File: src/hw/ptimer_pkg.sv
// shared constants and types for the 8-bit period timer
package ptimer_pkg;

  // apb register byte addresses, one aligned word each
  localparam logic [11:0] TICK_COUNT_ADDR = 12'h000;
  localparam logic [11:0] PERIOD_VALUE_ADDR = 12'h004;
  localparam logic [11:0] TIMER_CONTROL_ADDR = 12'h008;
  localparam logic [11:0] IRQ_FLAG_ADDR = 12'h00C;

  // reset values
  localparam logic [7:0] TICK_COUNT_RST = 8'h00;
  localparam logic [7:0] PERIOD_VALUE_RST = 8'hFF;
  localparam logic [6:0] TIMER_CONTROL_RST = 7'h00;

  // timer_control field positions
  localparam int PRESCALE_LSB = 0;
  localparam int RUN_BIT_POS = 2;
  localparam int POSTSCALE_LSB = 3;
  localparam int CTRL_USED_BITS = 7;
  // irq flag register field position
  localparam int MATCH_FLAG_POS = 0;

  // prescale select encodings and their terminal counts (ratio minus one)
  localparam logic [1:0] PRESCALE_DIV1 = 2'h0;
  localparam logic [1:0] PRESCALE_DIV4 = 2'h1;
  localparam logic [3:0] PRESCALE_LAST1 = 4'h0;
  localparam logic [3:0] PRESCALE_LAST4 = 4'h3;
  localparam logic [3:0] PRESCALE_LAST16 = 4'hF;

  // timing: pclk is the oscillator, the instruction clock is a quarter of it
  localparam int PCLK_PERIOD_NS = 8;
  localparam int OSC_PER_INSTR = 4;
  localparam logic [1:0] INSTR_PHASE_LAST = 2'(OSC_PER_INSTR - 1);

  // zero word for reads of unmapped space
  localparam logic [31:0] READ_ZERO = 32'h0000_0000;

  // control register fields as carried between processes
  typedef struct packed {
    logic [3:0] postscale_select; // ratio minus one
    logic run_bit;                // timer running
    logic [1:0] prescale_select;  // 1, 4 or 16
  } timer_control_t;

endpackage

File: src/hw/tick_prescaler.sv
// instruction clock divider and selectable 1/4/16 prescaler
module tick_prescaler (
  input wire logic pclk,           // oscillator clock
  input wire logic presetn,        // async reset, active low
  input wire logic run,            // timer running
  input wire logic clear,          // clears the prescale counter
  input wire logic [1:0] sel,      // prescale select
  output logic presc_pulse         // one-cycle increment event
);

  logic [1:0] instr_phase_ff;   // free-running quarter divider
  logic [3:0] presc_cnt_ff;     // prescale counter
  logic instr_tick;             // one pclk per instruction cycle
  logic [3:0] presc_last;       // terminal count for the selection

  // decode of the selected ratio; 1x both mean divide by 16
  function automatic logic [3:0] presc_limit(input logic [1:0] s);
    if (s == ptimer_pkg::PRESCALE_DIV1) begin
      return ptimer_pkg::PRESCALE_LAST1;
    end else if (s == ptimer_pkg::PRESCALE_DIV4) begin
      return ptimer_pkg::PRESCALE_LAST4;
    end
    return ptimer_pkg::PRESCALE_LAST16;
  endfunction

  always_ff @(posedge pclk or negedge presetn) begin
    if (!presetn) begin
      instr_phase_ff <= 2'h0;
    end else begin
      instr_phase_ff <= instr_phase_ff + 2'h1;
    end
  end
  assign instr_tick = (instr_phase_ff == ptimer_pkg::INSTR_PHASE_LAST);
  assign presc_last = presc_limit(sel);

  assign presc_pulse = instr_tick & run & ~clear & (presc_cnt_ff == presc_last);

  // cleared on count and control writes, stalled while stopped; a restart is a control write and so clears the count, not the instruction phase
  always_ff @(posedge pclk or negedge presetn) begin
    if (!presetn) begin
      presc_cnt_ff <= 4'h0;
    end else if (clear) begin
      presc_cnt_ff <= 4'h0;
    end else if (instr_tick && run) begin
      presc_cnt_ff <= presc_pulse ? 4'h0 : presc_cnt_ff + 4'h1;
    end
  end

  chk_instr_rate: assert property (@(posedge pclk) disable iff (!presetn)
    instr_tick |=> !instr_tick [*3] ##1 instr_tick)
    else $error("instruction tick not every fourth clock");
  chk_presc_clear: assert property (@(posedge pclk) disable iff (!presetn)
    clear |=> presc_cnt_ff == 4'h0)
    else $error("prescaler not cleared");

endmodule

File: src/hw/match_postscaler.sv
// 1-to-16 postscaler counting period matches
module match_postscaler (
  input wire logic pclk,          // oscillator clock
  input wire logic presetn,       // async reset, active low
  input wire logic clear,         // clears the postscale counter
  input wire logic advance,       // one period match
  input wire logic [3:0] sel,     // ratio minus one
  output logic post_pulse         // one-cycle postscaled output
);

  logic [3:0] post_cnt_ff; // matches seen so far

  // output fires on the match that completes the ratio
  assign post_pulse = advance & ~clear & (post_cnt_ff == sel);

  always_ff @(posedge pclk or negedge presetn) begin
    if (!presetn) begin
      post_cnt_ff <= 4'h0;
    end else if (clear) begin
      post_cnt_ff <= 4'h0;
    end else if (advance) begin
      // a ratio lowered below the count wraps through 15 first
      post_cnt_ff <= post_pulse ? 4'h0 : post_cnt_ff + 4'h1;
    end
  end

  chk_post_step: assert property (@(posedge pclk) disable iff (!presetn)
    advance && !clear && post_cnt_ff != sel |=> post_cnt_ff == $past(post_cnt_ff) + 4'h1)
    else $error("postscaler did not advance");
  chk_post_clear: assert property (@(posedge pclk) disable iff (!presetn)
    clear |=> post_cnt_ff == 4'h0)
    else $error("postscaler not cleared");

endmodule

File: src/hw/period_timer_8bit.sv
// 8-bit period timer with prescaler, postscaler and apb registers
//
// The address map and the APB slave port are this design's own decisions.
module period_timer_8bit (
  input wire logic pclk,             // oscillator clock, 125 MHz
  input wire logic presetn,          // async reset, active low
  input wire logic psel,             // apb select
  input wire logic penable,          // apb access phase
  input wire logic pwrite,           // apb direction, high for write
  input wire logic [11:0] paddr,     // apb byte address
  input wire logic [31:0] pwdata,    // apb write data
  output logic [31:0] prdata,        // apb read data
  output logic pready,               // apb ready, never waits
  output logic pslverr,              // apb error on unmapped address
  output logic match_irq_flag        // sticky match flag
);

  // register state
  // all of these share the one asynchronous reset
  logic [7:0] tick_count_ff;                 // running count
  logic [7:0] period_value_ff;               // period to compare
  ptimer_pkg::timer_control_t ctrl_ff;       // control fields
  logic match_irq_flag_ff;                   // sticky flag
  logic [31:0] prdata_ff;                    // captured read word

  // next values
  logic [7:0] nxt_tick_count;
  logic [7:0] nxt_period_value;
  ptimer_pkg::timer_control_t nxt_ctrl;
  logic nxt_match_irq_flag;
  logic [31:0] nxt_prdata;

  // bus decode
  logic acc_phase;      // access cycle of any transfer
  logic setup_rd;       // setup cycle of a read
  logic wr_fire;        // write takes effect at this edge
  logic wr_tick;        // write to tick_count
  logic wr_period;      // write to period_value
  logic wr_ctrl;        // write to timer_control
  logic wr_flag;        // write to the flag register
  logic addr_ok;        // access address is mapped

  // timing path
  logic scaler_clear;   // clears prescaler and postscaler
  logic presc_pulse;    // one increment event
  logic period_hit;     // count equals period
  logic wrap_evt;       // increment that wraps to zero
  logic post_pulse;     // postscaled match

  // true when the address names one of our word registers
  function automatic logic reg_hit(input logic [11:0] a, input logic [11:0] base);
    return a == base;
  endfunction

  // ---- apb slave ----

  // the slave never inserts wait states
  // so every access cycle completes and the master never stalls here
  assign pready = 1'b1;
  assign acc_phase = psel & penable;
  assign setup_rd = psel & ~penable & ~pwrite;
  assign addr_ok = reg_hit(paddr, ptimer_pkg::TICK_COUNT_ADDR)
                 | reg_hit(paddr, ptimer_pkg::PERIOD_VALUE_ADDR)
                 | reg_hit(paddr, ptimer_pkg::TIMER_CONTROL_ADDR)
                 | reg_hit(paddr, ptimer_pkg::IRQ_FLAG_ADDR);
  // unmapped addresses answer with an error; writes there are dropped
  assign pslverr = acc_phase & ~addr_ok;
  assign wr_fire = acc_phase & pwrite & pready;
  assign wr_tick = wr_fire & reg_hit(paddr, ptimer_pkg::TICK_COUNT_ADDR);
  assign wr_period = wr_fire & reg_hit(paddr, ptimer_pkg::PERIOD_VALUE_ADDR);
  assign wr_ctrl = wr_fire & reg_hit(paddr, ptimer_pkg::TIMER_CONTROL_ADDR);
  assign wr_flag = wr_fire & reg_hit(paddr, ptimer_pkg::IRQ_FLAG_ADDR);

  // read word is sampled in the setup cycle so prdata comes from a flop;
  // a count that moves during the access cycle shows its older value
  always_comb begin
    nxt_prdata = ptimer_pkg::READ_ZERO;
    if (reg_hit(paddr, ptimer_pkg::TICK_COUNT_ADDR)) begin
      nxt_prdata[7:0] = tick_count_ff;
    end else if (reg_hit(paddr, ptimer_pkg::PERIOD_VALUE_ADDR)) begin
      nxt_prdata[7:0] = period_value_ff;
    end else if (reg_hit(paddr, ptimer_pkg::TIMER_CONTROL_ADDR)) begin
      // bit 7 and above read zero
      nxt_prdata[ptimer_pkg::CTRL_USED_BITS-1:0] = ctrl_ff;
    end else if (reg_hit(paddr, ptimer_pkg::IRQ_FLAG_ADDR)) begin
      nxt_prdata[ptimer_pkg::MATCH_FLAG_POS] = match_irq_flag_ff;
    end
  end

  // read data register
  always_ff @(posedge pclk or negedge presetn) begin
    if (!presetn) begin
      prdata_ff <= ptimer_pkg::READ_ZERO;
    end else if (setup_rd) begin
      prdata_ff <= nxt_prdata;
    end
  end
  assign prdata = prdata_ff;

  // ---- control register ----

  // a write to the control word also restarts both scalers, see below
  // run bit, prescale field, postscale field
  always_comb begin
    nxt_ctrl = ctrl_ff;
    if (wr_ctrl) begin
      // bit 7 of the write word is simply not stored
      nxt_ctrl.prescale_select = pwdata[ptimer_pkg::PRESCALE_LSB +: 2];
      nxt_ctrl.run_bit = pwdata[ptimer_pkg::RUN_BIT_POS];
      nxt_ctrl.postscale_select = pwdata[ptimer_pkg::POSTSCALE_LSB +: 4];
    end
  end

  // control flops
  always_ff @(posedge pclk or negedge presetn) begin
    if (!presetn) begin
      ctrl_ff <= ptimer_pkg::timer_control_t'(ptimer_pkg::TIMER_CONTROL_RST);
    end else begin
      ctrl_ff <= nxt_ctrl;
    end
  end

  // ---- prescaler ----

  // the instruction phase is not cleared, so a restart lands within one
  // instruction cycle of the write; only the scale counters are reset
  // scalers restart on count or control writes; reset clears them too
  assign scaler_clear = wr_tick | wr_ctrl;

  // the prescaler sees run and select straight from the flops
  tick_prescaler u_prescaler (
    .pclk(pclk),
    .presetn(presetn),
    .run(ctrl_ff.run_bit),
    .clear(scaler_clear),
    .sel(ctrl_ff.prescale_select),
    .presc_pulse(presc_pulse)
  );

  // ---- counter and comparator ----

  // comparator looks at the live count every cycle
  assign period_hit = (tick_count_ff == period_value_ff);
  // a match only counts on an increment event; an idle match just waits
  assign wrap_evt = presc_pulse & period_hit;

  // control writes leave the count
  // software write has priority over a same-cycle increment
  always_comb begin
    nxt_tick_count = tick_count_ff;
    if (wr_tick) begin
      nxt_tick_count = pwdata[7:0];
    end else if (wrap_evt) begin
      // match turns the next increment into a load of zero
      nxt_tick_count = ptimer_pkg::TICK_COUNT_RST;
    end else if (presc_pulse) begin
      // plain increment; a period below the count rolls past FFh
      nxt_tick_count = tick_count_ff + 8'h01;
    end
  end

  always_ff @(posedge pclk or negedge presetn) begin
    if (!presetn) begin
      tick_count_ff <= ptimer_pkg::TICK_COUNT_RST;
    end else begin
      tick_count_ff <= nxt_tick_count;
    end
  end

  always_comb begin
    nxt_period_value = period_value_ff;
    if (wr_period) begin
      nxt_period_value = pwdata[7:0];
    end
  end

  always_ff @(posedge pclk or negedge presetn) begin
    if (!presetn) begin
      period_value_ff <= ptimer_pkg::PERIOD_VALUE_RST;
    end else begin
      period_value_ff <= nxt_period_value;
    end
  end

  // ---- postscaler ----

  // each wrap is one match for the postscaler
  match_postscaler u_postscaler (
    .pclk(pclk),
    .presetn(presetn),
    .clear(scaler_clear),
    .advance(wrap_evt),
    .sel(ctrl_ff.postscale_select),
    .post_pulse(post_pulse)
  );

  // ---- match flag ----

  // set wins over a same-cycle clear, so no event is lost
  always_comb begin
    nxt_match_irq_flag = match_irq_flag_ff;
    if (post_pulse) begin
      nxt_match_irq_flag = 1'b1;
    // software clears with a zero; a written one is ignored
    end else if (wr_flag && !pwdata[ptimer_pkg::MATCH_FLAG_POS]) begin
      nxt_match_irq_flag = 1'b0;
    end
  end

  // flag flop
  always_ff @(posedge pclk or negedge presetn) begin
    if (!presetn) begin
      match_irq_flag_ff <= 1'b0;
    end else begin
      match_irq_flag_ff <= nxt_match_irq_flag;
    end
  end
  assign match_irq_flag = match_irq_flag_ff;

  // ---- checks ----

  // each check samples values from before the edge, so |=> compares a flop
  // with the inputs that stood at the edge which loaded it; all of them
  // are off while presetn is low

  chk_count_increment: assert property (@(posedge pclk) disable iff (!presetn)
    presc_pulse && !wr_tick && !period_hit |=> tick_count_ff == $past(tick_count_ff) + 8'h01)
    else $error("count did not increment on prescaler pulse");

  chk_wrap_zero: assert property (@(posedge pclk) disable iff (!presetn)
    presc_pulse && !wr_tick && tick_count_ff == period_value_ff |=> tick_count_ff == 8'h00)
    else $error("count did not wrap to zero on match");

  chk_stop_holds: assert property (@(posedge pclk) disable iff (!presetn)
    !ctrl_ff.run_bit && !wr_tick |=> $stable(tick_count_ff))
    else $error("count moved while stopped");

  chk_reset_values: assert property (@(posedge pclk) disable iff (!presetn)
    $rose(presetn) |-> tick_count_ff == 8'h00 && period_value_ff == 8'hFF)
    else $error("wrong values after reset");

  chk_ctrl_keeps_count: assert property (@(posedge pclk) disable iff (!presetn)
    wr_ctrl && !presc_pulse |=> tick_count_ff == $past(tick_count_ff))
    else $error("control write changed count");

  chk_flag_set: assert property (@(posedge pclk) disable iff (!presetn)
    post_pulse |=> match_irq_flag)
    else $error("flag not set by postscaler");

  chk_flag_cause: assert property (@(posedge pclk) disable iff (!presetn)
    !match_irq_flag && !post_pulse |=> !match_irq_flag)
    else $error("flag set without postscaled match");

  chk_flag_sticky: assert property (@(posedge pclk) disable iff (!presetn)
    match_irq_flag && !wr_flag |=> match_irq_flag)
    else $error("flag dropped without software clear");

  chk_flag_clear: assert property (@(posedge pclk) disable iff (!presetn)
    wr_flag && !pwdata[ptimer_pkg::MATCH_FLAG_POS] && !post_pulse |=> !match_irq_flag)
    else $error("flag not cleared by zero write");

  chk_write_count: assert property (@(posedge pclk) disable iff (!presetn)
    wr_tick |=> tick_count_ff == $past(pwdata[7:0]))
    else $error("count write not stored");

  chk_write_period: assert property (@(posedge pclk) disable iff (!presetn)
    wr_period |=> period_value_ff == $past(pwdata[7:0]))
    else $error("period write not stored");

  chk_read_period: assert property (@(posedge pclk) disable iff (!presetn)
    setup_rd && reg_hit(paddr, ptimer_pkg::PERIOD_VALUE_ADDR) |=> prdata[7:0] == $past(period_value_ff))
    else $error("period read word wrong");

  chk_ctrl_store: assert property (@(posedge pclk) disable iff (!presetn)
    wr_ctrl |=> 7'(ctrl_ff) == $past(pwdata[ptimer_pkg::CTRL_USED_BITS-1:0]))
    else $error("control write not stored");

  chk_clear_wins: assert property (@(posedge pclk) disable iff (!presetn)
    scaler_clear |-> !presc_pulse && !post_pulse)
    else $error("scaler pulse during clear");

  chk_pulse_spacing: assert property (@(posedge pclk) disable iff (!presetn)
    presc_pulse |=> !presc_pulse [*3])
    else $error("prescaler pulses closer than one instruction cycle");

  chk_div1_rate: assert property (@(posedge pclk) disable iff (!presetn)
    presc_pulse && ctrl_ff.prescale_select == ptimer_pkg::PRESCALE_DIV1
    ##1 (ctrl_ff.run_bit && !scaler_clear) [*4] |-> presc_pulse)
    else $error("divide by one not every instruction cycle");

  chk_bit7_zero: assert property (@(posedge pclk) disable iff (!presetn)
    acc_phase && !pwrite && reg_hit(paddr, ptimer_pkg::TIMER_CONTROL_ADDR)
    |-> prdata[31:7] == 25'h0000000)
    else $error("control bit 7 read nonzero");

  // main scenarios the bench should reach
  cov_wrap: cover property (@(posedge pclk) disable iff (!presetn) wrap_evt);
  cov_flag_set: cover property (@(posedge pclk) disable iff (!presetn) $rose(match_irq_flag));
  cov_post16: cover property (@(posedge pclk) disable iff (!presetn)
    post_pulse && ctrl_ff.postscale_select == 4'hF);
  cov_set_vs_clear: cover property (@(posedge pclk) disable iff (!presetn)
    post_pulse && wr_flag);
  cov_div16: cover property (@(posedge pclk) disable iff (!presetn)
    presc_pulse && ctrl_ff.prescale_select[1]);

endmodule

File: config.mk
export PLATFORM = sky130hd
export DESIGN_NAME = period_timer_8bit
export DESIGN_NICKNAME = d
export VERILOG_FILES = /design/src/hw/ptimer_pkg.sv /design/src/hw/tick_prescaler.sv /design/src/hw/match_postscaler.sv /design/src/hw/period_timer_8bit.sv
export SDC_FILE = /design/constraint.sdc
export NUM_CORES = 1
export LEC_CHECK = 0
export BUFFER_PORTS_ARGS = -buffer_cell sky130_fd_sc_hd__buf_2
export CAP_MARGIN = 20
export CELL_PAD_IN_SITES_DETAIL_PLACEMENT = 2
export CELL_PAD_IN_SITES_GLOBAL_PLACEMENT = 2
export CORE_ASPECT_RATIO = 1.2
export CORE_MARGIN = 2
export CORE_UTILIZATION = 30
export DETAILED_ROUTE_END_ITERATION = 16
export PLACE_DENSITY = 0.86
export SETUP_SLACK_MARGIN = 0.1
export SYNTH_ARGS = -nofsm -noshare
export SYNTH_HDL_FRONTEND = slang
export SYNTH_SLANG_ARGS = --single-unit
File: constraint.sdc
create_clock -name pclk -period 2 [get_ports pclk]
set_input_delay 0.1 -clock pclk [delete_from_list [all_inputs] [get_ports pclk]]
set_output_delay 0.1 -clock pclk [all_outputs]
set_load 0.03 [all_outputs]
## Word level (Yosys, flattened, before mapping)

Cells that the tools add are included.

| storage, ports and cells | value |
|---|---|
| output and inout port bits | 35 |
| register bits | 42 |
| logic and storage cells | 76 |

| operators by class | value |
|---|---|
| bitwise gates (word level) | 23 |
| equality and inequality tests | 8 |
| reductions and logical operators | 9 |
| $add $sub $neg | 4 |
| mux-type cells | 22 |

Operators with widths:

| kind | count |
|---|---|
| 2-to-1 mux 4 bit | 9 |
| 2-to-1 mux 8 bit | 4 |
| == test 12 x 4 -> 1 bit, second input constant | 2 |
| AND 1 bit | 15 |
| == test 12 x 3 -> 1 bit, second input constant | 1 |
| logical NOT 12 bit | 1 |
| adder 4 x 1 -> 4 bit, second input constant | 2 |
| adder 8 x 1 -> 8 bit, second input constant | 1 |
| == test 4 bit | 2 |
| == test 8 bit | 1 |
| 2-to-1 mux 1 bit | 7 |
| 2-to-1 mux 7 bit | 1 |
| 2-to-1 mux 6 bit | 1 |
| nonzero test 2 bit | 3 |
| NOT 1 bit | 4 |
| bitwise OR 1 bit | 4 |
| nonzero test 3 bit | 1 |
| adder 2 x 1 -> 2 bit, second input constant | 1 |
| == test 2 x 1 -> 1 bit, second input constant | 1 |
| == test 2 bit, second input constant | 1 |
| logical AND 1 bit | 2 |
| logical NOT 2 bit | 1 |
| logical NOT 1 bit | 1 |

## Longest topological paths before layout

| depth | value |
|---|---|
| word-level depth | 13 |
| depth in mapped cells | 8 |

## Cells and area by module

Synthesis repeated with hierarchy kept, for this count alone.

| second synthesis, totals | value |
|---|---|
| cell total of the unflattened synthesis | 249 |
| area, all modules | 2,529.9 µm² |

Modules (own cells, without submodules):

| module | cells each | instances | seq. area each (µm²) | area each (µm²) |
|---|---|---|---|---|
| period_timer_8bit | 191 | 1 | 810.8 | 1,934.4 |
| tick_prescaler | 31 | 1 | 150.1 | 311.5 |
| match_postscaler | 27 | 1 | 100.1 | 284.0 |

## Least setup slack after synthesis

No wires, ideal clock.

| timing path | value |
|---|---|
| path kind | register to register |
| from | reg period_value_ff[0] |
| to | reg u_postscaler.post_cnt_ff[0] |
| arrival | 1.533 ns |
| slack | 0.341 ns |
| buffers on the path | 2 |
| stages on the path, launching flop included | 8 |
| data required time | 1.873 ns |
| library setup time | 0.127 ns |
| cell sequence | dfstp_2 -> xnor2_1 -> nand4_1 -> or2_1 -> clkbuf_1 -> buf_2 -> o211ai_1 -> o21ai_1 |

| between the ends | value |
|---|---|
| longest elaborated chain between the ends | 7 |
| elaborated cells between the ends (all ways) | 8 |

RTL lines:

| what | line | RTL |
|---|---|---|
| from (decl) | period_timer_8bit.sv:21 | `logic [7:0] period_value_ff;` |
| from (signal assigned) | period_timer_8bit.sv:179 | `period_value_ff <= ptimer_pkg::PERIOD_VALUE_RST;` |
| from (signal assigned) | period_timer_8bit.sv:181 | `period_value_ff <= nxt_period_value;` |
| == test 8 bit * | period_timer_8bit.sv:143 | `assign period_hit = (tick_count_ff == period_value_ff);` |
| AND 1 bit * | period_timer_8bit.sv:145 | `assign wrap_evt = presc_pulse & period_hit;` |
| AND 1 bit (2 in series) | match_postscaler.sv:14 | `assign post_pulse = advance & ~clear & (post_cnt_ff == sel);` |
| 2-to-1 mux 4 bit | match_postscaler.sv:23 | `post_cnt_ff <= post_pulse ? 4'h0 : post_cnt_ff + 4'h1;` |
| 2-to-1 mux 4 bit | match_postscaler.sv:21 | `end else if (advance) begin` |
| 2-to-1 mux 4 bit | match_postscaler.sv:19 | `end else if (clear) begin` |
| to (signal assigned) | match_postscaler.sv:23 |  |
| to (decl) | match_postscaler.sv:11 | `logic [3:0] post_cnt_ff;` |

Every way passes the cells marked *; elsewhere a longest branch is shown, timed or not. The select of a mux whose other input is x is not followed.
A chain may end at the register's enable or synchronous reset.

## Worst setup path in the final report

| timing path | value |
|---|---|
| from | reg u_prescaler.presc_cnt_ff[0] |
| to | reg u_prescaler.presc_cnt_ff[2] |

| between the ends | value |
|---|---|
| longest elaborated chain between the ends | 5 |
| elaborated cells between the ends (all ways) | 6 |

RTL lines:

| what | line | RTL |
|---|---|---|
| from (decl) | tick_prescaler.sv:12 | `logic [3:0] presc_cnt_ff;` |
| from (signal assigned) | tick_prescaler.sv:45 | `presc_cnt_ff <= presc_pulse ? 4'h0 : presc_cnt_ff + 4'h1;` |
| branches (longest 2 deep; another with adder 4 x 1 -> 4 bit) | n/a |  |
| 2-to-1 mux 4 bit * | tick_prescaler.sv:45 |  |
| 2-to-1 mux 4 bit * | tick_prescaler.sv:44 | `end else if (instr_tick && run) begin` |
| 2-to-1 mux 4 bit * | tick_prescaler.sv:42 | `end else if (clear) begin` |

Every way passes the cells marked *. The select of a mux whose other input is x is not followed.

==> flow_metrics.tcl <==
set metrics [dict create \
    run_status "finished clean" \
    min_period_ns 1.94 \
    pin_count 84 \
    slowest_stage "or4b_2" \
    cts_num_sinks 42 \
    drt-initial-drc-count 63 \
    via_per_inst 4.99 \
    coreArea_sq_um 8470 \
    worst_pin_slew_ns 0.511 \
    tritoncts "yes" \
    synth-seq-cells 42 \
    start_util_pct 30.4 \
    synthCells 259 \
    ir_drop_mv 0.200 \
    hold_violations 0 \
    power_density_nw_per_um2 537 \
    clk_pin_slew_ns 0.09 \
    max_stage_delay_ns 0.63 \
    worstHoldPathType "in -> reg" \
    synth-main-ff-cell "dfrtp_1" \
    synth.largest_area_cell "dfrtp_1" \
    track_usage_pct 16.6 \
    grt_pass1_vias 2325 \
    clock.fmax_mhz 516 \
    cts.path.max_buffers 2 \
    synth_area_sq_um 2580 \
    pre_cts_slack_ns 0.0522 \
    gp_congestion 0.799 \
    layout.filler_cells 940 \
    slew_headroom_pct 65.9 \
    yosysSeqAreaShare_pct 41.2 \
    crit_fanout 5 \
    final_cell_mix "buf_2 (34), dfrtp_1 (32), nand2_1 (25), conb_1 (25), buf_4 (19)" \
    clockRootBuffer "clkbuf_8" \
    postSynth.asyncResetShare_pct 100 \
    num_vias 2122 \
    syn_area_per_cell_sq_um 9.95 \
    wirelength_mm 8.23 \
    hold_ws_ns 0.0483 \
    dieWidth_um 88.6 \
    rsz0062_at_grt "yes" \
    area_growth_pct 17.1 \
    synth_area_leaders "dfrtp_1 (33%), dfstp_2 (8.2%), buf_4 (7.6%)" \
    skew_ns 0.00720 \
    drv_cap 0 \
    die-area_sq_um 9350 \
    final_antenna_net_count 0 \
    drt-wirelength-per-cell_um 19.4 \
    cpMostUsedCell "buf_4" \
    setup_tns_ns 0 \
    nets 360 \
    p_leak_nw 1.38 \
    grt_max_degree 22 \
    fin_crit_sh_pct 96.9 \
    yosys.cell_types.count 51 \
    netlist.area_leader.share_pct 33.0 \
    drcViolationCount 0 \
    antenna_found_initial 0 \
    n_antenna_cell 0 \
    crit_path_cell_trace "buf_4 > nand3_1 > a21oi_4 > buf_4 > buf_4 > or4b_2 > a21oi_1" \
    dr.pass1.iters 5 \
    crit_required_ns 2.23 \
    endpoint_kind "flop" \
    synth_warnings 0 \
    drive_gt1_share_pct 33.4 \
    insertion_delay_ns 0.31 \
    numCtsBuffers 5 \
    slew_viol_final 0 \
    synth_edf_count 0 \
    dp_hpwl_mm 5.53 \
    die-height_um 106 \
    h-tree-depth 2 \
    finalSetupViolCount 0 \
    overflow 0 \
    grt_first_pass_wirelength_mm 12.0 \
    numPortBuffers 34 \
    mostFrequentLayoutCell "buf_2" \
    path_class "reg -> reg" \
    setup_ws_ns 0.0625 \
    cp-start-kind "flop" \
    rows 37 \
    cp_data_arrival_time_ns 2.17 \
]
==> cell type report <==
class                      instances  area (sq um)  area share [%]
clock inverter                     3          23.8           0.788
clock buffer                       5          68.8            2.28
inverter                           2          7.51           0.249
tap                              117           146            4.85
multi-input combinational        202          1390            45.9
timing repair buffer              54           323            10.7
sequential                        42          1060            35.2
==> worst paths after layout <==
path	slack, ns	cells after the start	endpoint	from
setup / recovery	0.06	7	u_prescaler.presc_cnt_ff[2]$_DFFE_PN0P_	u_prescaler.presc_cnt_ff[0]$_DFFE_PN0P_
hold / removal	0.05	2	period_value_ff[7]$_DFFE_PN1P_	pwdata[7]
setup reg to reg	0.06	7	u_prescaler.presc_cnt_ff[2]$_DFFE_PN0P_	u_prescaler.presc_cnt_ff[0]$_DFFE_PN0P_
hold reg to reg	0.44	1	u_prescaler.instr_phase_ff[0]$_DFF_PN0_	u_prescaler.instr_phase_ff[0]$_DFF_PN0_
max in group asynchronous	1.08	3	period_value_ff[5]$_DFFE_PN1P_	presetn
min in group asynchronous	0.29	2	u_postscaler.post_cnt_ff[1]$_DFFE_PN0P_	presetn
==> registers in the layout, indices dropped and copies added (netlist names) <==
signal                      flops
period_value_ff                 8
prdata                          8
tick_count_ff                   8
ctrl_ff                         7
u_postscaler.post_cnt_ff        4
u_prescaler.presc_cnt_ff        4
u_prescaler.instr_phase_ff      2
match_irq_flag                  1
==> critical path, delay by kind of cell (launching register included) <==
kind	cells	cell delay, ns
DFF	1	0.45
buffers and inverters	3	0.40
AOI/OAI and AO/OA	2	0.24
and+or+nand+nor	2	0.77
==> synth_stat cells (2+ instances only) <==
cell,instances
clkbuf_1,2
nand3_1,10
o41ai_1,2
o21ai_0,4
xor2_1,2
and3_1,5
o211ai_1,4
nor2_1,16
xnor2_1,12
o21ai_1,8
buf_4,26
ha_1,4
a32oi_1,5
dfstp_2,8
mux2i_1,8
dfrtp_1,34
nor3_1,2
o31ai_1,6
or3_1,2
nand2_1,25
mux2_2,14
nor2b_1,3
a21oi_1,15
nor3_4,2
conb_1,2
buf_2,7
nand4_1,5
nor4_4,2
inv_1,2
==> report_power, final <==
group	switching (mW)	leakage (nW)	internal (mW)	total, mW
Sequential	0.00210	0.532	0.851	0.853
Combinational	0.132	0.806	0.0360	0.168
Clock	0.350	0.0408	0.250	0.600
==> timing repair <==
action                                  in CTS  in global routing
hold buffers                                 1                  0
hold endpoints to repair                    18                  0
gates resized for setup                      0                 10
pin swaps                                    1                  3
endpoints found under the setup margin       6                 11
setup buffers                                2                  6
==> routing by layer <==
| layer | share of wire (%) | global-route usage (%) |
|---|---|---|
| met1 | 38 | 19.2 |
| met2 | 56 | 29.9 |
| met3 | 4.3 | 2.90 |
| met4 | 2.2 | 6.17 |
| met5 | 0 | 0 |
==> metrics by stage <==
step	area, sq um	util [%]	instances	power [mW]
2_1_floorplan	2660	-	282	1.00
3_3_place_gp	2820	33.3	408	1.03
3_5_place_dp	2820	33.3	408	1.03
4_1_cts	2940	34.7	419	1.62
5_1_grt	3020	35.6	425	1.68
6_report	3020	35.6	425	1.62
==> kinds of logic after synthesis <==
family | synth area share [%]
and+or+nand+nor | 19.1
adders and majority gates | 1.94
AOI/OAI and AO/OA | 12.5
DFF | 41.2
muxes | 10.5
buffers and inverters | 9.71
xor gates and xnor gates | 4.76
other | 0.291
Power figures use the tool's default switching activity.
